===== config.mk =====
export PLATFORM = sky130hd
export DESIGN_NAME = ssm_supply_status
export DESIGN_NICKNAME = d
export VERILOG_FILES = /design/src/ssm_pkg.sv /design/src/ssm_sync2.sv /design/src/ssm_supply_status.sv
export SDC_FILE = /design/constraint.sdc
export NUM_CORES = 1
export LEC_CHECK = 0
export ABC_AREA = 1
export BUFFER_PORTS_ARGS = -buffer_cell sky130_fd_sc_hd__clkbuf_2
export CORE_MARGIN = 4
export CORE_UTILIZATION = 40
export DETAILED_ROUTE_END_ITERATION = 12
export GPL_ROUTABILITY_DRIVEN = 0
export PLACE_DENSITY = 0.72
export REMOVE_ABC_BUFFERS = 1
export SLEW_MARGIN = 20
export SYNTH_ARGS = -nofsm -noshare
export SYNTH_HDL_FRONTEND = slang
export SYNTH_HIERARCHICAL = 1
export SYNTH_SLANG_ARGS = --single-unit

===== constraint.sdc =====
create_clock -name clock -period 2 [get_ports clock]
set_input_delay 0.4 -clock clock [delete_from_list [all_inputs] [get_ports clock]]
set_output_delay 0.4 -clock clock [all_outputs]
set_load 0.01 [all_outputs]

===== src/ssm_pkg.sv =====
// package: register indices, field positions and reset values for the supply status bank
package ssm_pkg;
   // register indices on the internal register port (no printed offsets)
   localparam logic [1:0] REG_FLAG_STATUS = 2'h0;
   localparam logic [1:0] REG_MON_ASSIGN = 2'h1;
   localparam logic [1:0] REG_SCALING = 2'h2;
   // data word is bits 23..8 of the serial frame, carried here as 16 bits [15:0]
   localparam int DATA_W = 16;
   // flag/status word field positions (frame bit minus 8)
   localparam int POS_LIN_REG_ON = 9;
   localparam int POS_PREREG_UVL = 7;
   localparam int POS_PREREG_UVH = 6;
   localparam int POS_SUPPLY_UVL = 5;
   localparam int POS_SUPPLY_UVH = 4;
   localparam int POS_WAKE_TWO_LIVE = 3;
   localparam int POS_WAKE_ONE_LIVE = 2;
   localparam int POS_WAKE_TWO_FLAG = 1;
   localparam int POS_WAKE_ONE_FLAG = 0;
   localparam int NUM_FLAGS = 6;
   // monitor assignment field [2:0]
   localparam int MON_ASSIGN_W = 3;
   localparam logic [2:0] MON_EXTERNAL = 3'h0;
   localparam logic [2:0] MON_PRE_REGULATOR = 3'h1;
   localparam logic [2:0] MON_LINEAR_REG_ONE = 3'h2;
   localparam logic [2:0] MON_RSVD_A = 3'h3;
   localparam logic [2:0] MON_RSVD_B = 3'h4;
   localparam logic [2:0] MON_BUCK_THREE = 3'h5;
   localparam logic [2:0] MON_ASSIGN_RST = 3'h0;
   // scaling offset field [4:0], 6.25 mV per step, 10000 is -100 mV
   localparam int SCALE_W = 5;
   localparam logic [4:0] SCALE_RST = 5'h00;
   localparam logic [4:0] SCALE_MAX = 5'h10;
   // flags except wake two come up set after power-on (wake by wake one, per reset table)
   localparam logic [5:0] FLAG_RST = 6'h3d;
   typedef enum logic [2:0] {
      SSM_MON_EXT = 3'h0,
      SSM_MON_PRE = 3'h1,
      SSM_MON_LIN = 3'h2,
      SSM_MON_BUCK_CONVERTER_THREE = 3'h3
   } ssm_mon_sel_t;
endpackage : ssm_pkg


===== src/ssm_sync2.sv =====
// two-flop synchroniser for a vector of asynchronous pin levels
`timescale 1ns/1ps
module ssm_sync2 #(
   parameter int WIDTH = 4
) (
   input wire logic clock,
   input wire logic sys_rst,
   input wire logic [WIDTH-1:0] async_in,
   output logic [WIDTH-1:0] sync_out
);
   typedef struct packed {
      logic [WIDTH-1:0] meta;
      logic [WIDTH-1:0] stable;
   } ssm_sync_state_t;

   ssm_sync_state_t st_r;
   ssm_sync_state_t st_nxt;

   always_comb begin
      st_nxt = st_r;
      st_nxt.meta = async_in;
      st_nxt.stable = st_r.meta;
   end

   always_ff @(posedge clock) begin
      if (sys_rst) begin
         st_r <= '0;
      end else begin
         st_r <= st_nxt;
      end
   end

   assign sync_out = st_r.stable;
endmodule : ssm_sync2


===== src/ssm_supply_status.sv =====
// supply status flags, monitor assignment and buck scaling register slice
`timescale 1ns/1ps
module ssm_supply_status #(
   parameter int DATA_W = ssm_pkg::DATA_W
) (
   input wire logic clock,
   input wire logic sys_rst,
   // internal register port from the serial control block
   input wire logic reg_wr,
   input wire logic reg_rd,
   input wire logic [1:0] reg_addr,
   input wire logic [DATA_W-1:0] reg_wdata,
   output logic [DATA_W-1:0] reg_rdata,
   output logic reg_rvalid,
   // analog / pin status, asynchronous to clock
   input wire logic linear_reg_on,
   input wire logic wake_input_one,
   input wire logic wake_input_two,
   // event strobes from on-chip logic on the same clock
   input wire logic prereg_uvl_evt,
   input wire logic prereg_uvh_evt,
   input wire logic supply_uvl_evt,
   input wire logic supply_uvh_evt,
   input wire logic wake_one_evt,
   input wire logic wake_two_evt,
   // scaling offset from configuration memory, same clock
   input wire logic [ssm_pkg::SCALE_W-1:0] scaling_cfg,
   // decoded monitor one selection
   output ssm_pkg::ssm_mon_sel_t monitor_one_select,
   output logic monitor_one_assignment_rsvd
);
   // ---------------------------------------------------------------
   // state
   // ---------------------------------------------------------------
   typedef struct packed {
      logic [ssm_pkg::NUM_FLAGS-1:0] flags;
      logic [ssm_pkg::MON_ASSIGN_W-1:0] mon_assign;
      logic [ssm_pkg::SCALE_W-1:0] scaling;
      logic [DATA_W-1:0] rdata;
      logic rvalid;
      ssm_pkg::ssm_mon_sel_t mon_sel;
      logic mon_rsvd;
   } ssm_state_t;

   ssm_state_t st_r;
   ssm_state_t st_nxt;

   // ---------------------------------------------------------------
   // pin synchronisation
   // ---------------------------------------------------------------
   logic [2:0] live_sync;

   ssm_sync2 #(
      .WIDTH(3)
   ) u_sync (
      .clock(clock),
      .sys_rst(sys_rst),
      .async_in({linear_reg_on, wake_input_two, wake_input_one}),
      .sync_out(live_sync)
   );

   // ---------------------------------------------------------------
   // next state
   // ---------------------------------------------------------------
   // flag order: [5]pre uvl [4]pre uvh [3]sup uvl [2]sup uvh [1]wake two [0]wake one
   logic [ssm_pkg::NUM_FLAGS-1:0] flag_evt;
   logic [ssm_pkg::NUM_FLAGS-1:0] flag_clr;
   logic wr_flags;
   logic [DATA_W-1:0] status_word;

   always_comb begin
      flag_evt = {prereg_uvl_evt, prereg_uvh_evt, supply_uvl_evt, supply_uvh_evt,
                  wake_two_evt, wake_one_evt};
      wr_flags = reg_wr && (reg_addr == ssm_pkg::REG_FLAG_STATUS);
      flag_clr = '0;
      if (wr_flags) begin
         // only ones clear; a zero leaves the flag alone
         flag_clr = {reg_wdata[ssm_pkg::POS_PREREG_UVL], reg_wdata[ssm_pkg::POS_PREREG_UVH],
                     reg_wdata[ssm_pkg::POS_SUPPLY_UVL], reg_wdata[ssm_pkg::POS_SUPPLY_UVH],
                     reg_wdata[ssm_pkg::POS_WAKE_TWO_FLAG],
                     reg_wdata[ssm_pkg::POS_WAKE_ONE_FLAG]};
      end

      status_word = '0;
      status_word[ssm_pkg::POS_LIN_REG_ON] = live_sync[2];
      status_word[ssm_pkg::POS_PREREG_UVL] = st_r.flags[5];
      status_word[ssm_pkg::POS_PREREG_UVH] = st_r.flags[4];
      status_word[ssm_pkg::POS_SUPPLY_UVL] = st_r.flags[3];
      status_word[ssm_pkg::POS_SUPPLY_UVH] = st_r.flags[2];
      status_word[ssm_pkg::POS_WAKE_TWO_LIVE] = live_sync[1];
      status_word[ssm_pkg::POS_WAKE_ONE_LIVE] = live_sync[0];
      status_word[ssm_pkg::POS_WAKE_TWO_FLAG] = st_r.flags[1];
      status_word[ssm_pkg::POS_WAKE_ONE_FLAG] = st_r.flags[0];

      st_nxt = st_r;
      // a set arriving with its clear wins so no event is lost
      st_nxt.flags = (st_r.flags & ~flag_clr) | flag_evt;

      if (reg_wr && (reg_addr == ssm_pkg::REG_MON_ASSIGN)) begin
         st_nxt.mon_assign = reg_wdata[ssm_pkg::MON_ASSIGN_W-1:0];
      end
      // scaling field has no write path, software cannot change it
      st_nxt.scaling = scaling_cfg;

      // monitor decode: reserved codes fall back to external
      case (st_r.mon_assign)
         ssm_pkg::MON_PRE_REGULATOR: st_nxt.mon_sel = ssm_pkg::SSM_MON_PRE;
         ssm_pkg::MON_LINEAR_REG_ONE: st_nxt.mon_sel = ssm_pkg::SSM_MON_LIN;
         ssm_pkg::MON_BUCK_THREE: st_nxt.mon_sel = ssm_pkg::SSM_MON_BUCK_CONVERTER_THREE;
         default: st_nxt.mon_sel = ssm_pkg::SSM_MON_EXT;
      endcase
      st_nxt.mon_rsvd = (st_r.mon_assign == ssm_pkg::MON_RSVD_A) ||
                        (st_r.mon_assign == ssm_pkg::MON_RSVD_B);

      st_nxt.rvalid = reg_rd;
      st_nxt.rdata = '0;
      if (reg_rd) begin
         case (reg_addr)
            ssm_pkg::REG_FLAG_STATUS: st_nxt.rdata = status_word;
            ssm_pkg::REG_MON_ASSIGN: st_nxt.rdata[ssm_pkg::MON_ASSIGN_W-1:0] = st_r.mon_assign;
            ssm_pkg::REG_SCALING: st_nxt.rdata[ssm_pkg::SCALE_W-1:0] = st_r.scaling;
            default: st_nxt.rdata = '0;
         endcase
      end
   end

   // ---------------------------------------------------------------
   // registers
   // ---------------------------------------------------------------
   always_ff @(posedge clock) begin
      if (sys_rst) begin
         st_r.flags <= ssm_pkg::FLAG_RST;
         st_r.mon_assign <= ssm_pkg::MON_ASSIGN_RST;
         st_r.scaling <= ssm_pkg::SCALE_RST;
         st_r.rdata <= '0;
         st_r.rvalid <= 1'b0;
         st_r.mon_sel <= ssm_pkg::SSM_MON_EXT;
         st_r.mon_rsvd <= 1'b0;
      end else begin
         st_r <= st_nxt;
      end
   end

   assign reg_rdata = st_r.rdata;
   assign reg_rvalid = st_r.rvalid;
   assign monitor_one_select = st_r.mon_sel;
   assign monitor_one_assignment_rsvd = st_r.mon_rsvd;
endmodule : ssm_supply_status


==> impl_metrics.env <==
export IMPL_grt_overflow=0
export IMPL_rrSetupSlack_ns=1.18
export IMPL_synth_ff_type="dfxtp_1"
export IMPL_crit_type="reg -> out"
export IMPL_areaGrowthSynthToFinish_pct=17.6
export IMPL_synth_top_area_cell="dfxtp_1"
export IMPL_synth_top_area_share_pct=52.7
export IMPL_seq_area_frac_synth_pct=52.7
export IMPL_wl_mm=2.10
export IMPL_setup_tns_ns=0
export IMPL_num_antenna_cells=0
export IMPL_io_buffers=39
export IMPL_maxCapViolations=0
export IMPL_cts_resized=0
export IMPL_initial_utilization_pct=41.4
export IMPL_dr_pass1_iters=4
export IMPL_synthArstFlopShare_pct=0
export IMPL_yosys_top_cells_count="33 x dfxtp_1, 27 x nand2_1, 24 x nor2_1"
export IMPL_clock_latency_ns=0.32
export IMPL_wl_per_cell_microns=8.90
export IMPL_clock_path_buffers=2
export IMPL_drive_gt1_share_pct=27.1
export IMPL_finClkSkew_ns=0.00666
export IMPL_drtIter0Drc=35
export IMPL_antenna_found_initial=0
export IMPL_end_kind="output port"
export IMPL_die_w_microns=64.0
export IMPL_max_stage_delay_ns=0.32
export IMPL_dp_hpwl_mm=1.64
export IMPL_avgSynthCellArea_sq_um=7.88
export IMPL_status="complete, no violations"
export IMPL_hp_class="in -> reg"
export IMPL_htree_levels=2
export IMPL_finalSetupViolCount=0
export IMPL_cp_cell_sequence="clkbuf_2"
export IMPL_reg2reg_to="monitor_one_select[1]"
export IMPL_critical_path_startpoint_type="flip-flop"
export IMPL_rsz0062_at_grt="false"
export IMPL_hold_buffers=0
export IMPL_min_path_cells=3
export IMPL_grt_max_degree=16
export IMPL_whs_endpoint="st_r[33]"
export IMPL_final_cells=236
export IMPL_cts_buffers_inserted=5
export IMPL_critical_path_top_delay_family="flip-flops"
export IMPL_num_nets_final=227
export IMPL_pin_count=57
export IMPL_place_inst=228
export IMPL_coreArea_sq_um=3030
export IMPL_min_from="prereg_uvh_evt"
export IMPL_synth_edff_count=0
export IMPL_path_clk_slew_ns=0.10
export IMPL_arrival_ns=0.76
export IMPL_root_buffer="clkbuf_4"
export IMPL_clock_sinks=33
export IMPL_slew_violations=0
export IMPL_grtUsageTotal_pct=11.2
export IMPL_crit_fanout=1
export IMPL_ys_ff_latch=33
export IMPL_drcViolationCount=0
export IMPL_powerDensity_nw_per_um2=945
export IMPL_ys_warn_count=6
export IMPL_ant_nets=0
export IMPL_ir_worst_vdd_v=0.000403
export IMPL_via_count=967
export IMPL_crit_buf_inv=1
export IMPL_vias_per_cell=4.10
export IMPL_yosysUniqueCellTypes=15
export IMPL_grt_pass1_wl_mm=3.47
export IMPL_grt_pass1_vias=813
export IMPL_worstPathRequired_ns=1.60
export IMPL_slowest_stage="dfxtp_1"
export IMPL_hold_violations=0
export IMPL_r2r_start="st_r[26]"
export IMPL_synth_area_leaders="dfxtp_1 53%, buf_4 11%, nand2_1 8.1%"
export IMPL_r2r_cells=4
export IMPL_die_area_sq_um=4090
export IMPL_period_needed_ns=1.16
export IMPL_synth_area_sq_um=1250
export IMPL_fin_crit_sh_pct=58.1
export IMPL_cts_setup_buffers=0
export IMPL_max_freq_ghz=0.860
export IMPL_row_count=20
export IMPL_n_fill_cell=335
export IMPL_fp_dieH_microns=64.0
export IMPL_synthMostInstantiatedCell="dfxtp_1"
export IMPL_p_leak_nw=0.799
export IMPL_synth_cells=159
export IMPL_tritoncts="built"
## cells in the final DEF (no fill, tap or decap)
cell	netlist	layout
a21oi_1	9	9
bufinv_16	0	2
clkbuf_2	0	39
clkbuf_4	0	5
clkinv_2	0	1
conb_1	1	8
dfxtp_1	33	33
inv_1	23	23
inv_2	2	2
nand2_1	27	27
nand2_2	2	2
nand3_1	13	13
nor2_1	24	24
nor2_2	1	1
nor3_1	2	2
o21ai_0	1	1
## metrics by stage
step | setup slack, ns | total power [W] | area [sq um] | util [%] | hold slack (ns)
final | 0.838 | 0.00139 | 1470 | 48.6 | 0.253
after global routing | 0.765 | 0.00146 | 1470 | 48.6 | 0.231
after CTS | 0.813 | 0.00141 | 1470 | 48.6 | 0.233
after detailed placement | 0.582 | 0.000810 | 1370 | 45.2 | 0.392
after global placement | 0.602 | 0.000807 | 1370 | 45.2 | 0.389
after floorplan | 0.916 | 0.000757 | 1120 | - | 0.388
## power by group
part	leakage (nW)	internal [W]	switching, W
Clock	0.0552	0.000387	0.000212
Sequential	0.271	0.000682	0.00000891
Combinational	0.473	0.0000405	0.0000617
Total	0.799	0.00111	0.000283
## logic make-up after synthesis
kind of cell / count (synthesis) / synth area share (%)
AND/OR/NAND/NOR: 69 / 22.8
buffers and inverters: 46 / 20.2
other: 1 / 0.299
flip-flops: 33 / 52.7
AO/OA/AOI/OAI: 10 / 4.00
## how the worst max path moves through the flow
stage               cells past startpoint         start  slack, ns      endpoint
finish                                  1  reg_rdata[4]       0.84  reg_rdata[4]
global route                            1  reg_rdata[7]       0.77  reg_rdata[7]
global placement                        5   reg_addr[0]       0.60      st_r[29]
floorplan                               4   reg_addr[0]       0.92      st_r[29]
detailed placement                      5   reg_addr[0]       0.58      st_r[33]
CTS                                     1  reg_rdata[9]       0.81  reg_rdata[9]
## sequential cells by signal, indices dropped and copies added (netlist names)
register,flops
reg_rvalid,1
st_r,14
u_sync/st_nxt,3
u_sync/sync_out,3
reg_rdata,9
monitor_one_assignment_rsvd,1
monitor_one_select,2
## area by class of cell
class | instances | area (sq um) | share of cell area, %
flip-flops and latches | 33 | 661 | 44.9
multi-input cells | 87 | 365 | 24.8
repair buffers | 39 | 195 | 13.3
inverters | 25 | 93.8 | 6.37
clock inverters | 3 | 65.1 | 4.42
well taps | 44 | 55.1 | 3.74
clock buffers | 5 | 37.5 | 2.55
## routing by layer
layer | up-vias | track usage, % | routed length, microns
met5 | - | 0 | 0
met4 | 0 | 8.09 | 44
met1 | 404 | 12.7 | 898
li1 | 513 | - | -
met3 | 4 | 3.51 | 195
met2 | 46 | 17.7 | 962
Power figures use the tool's default switching activity.
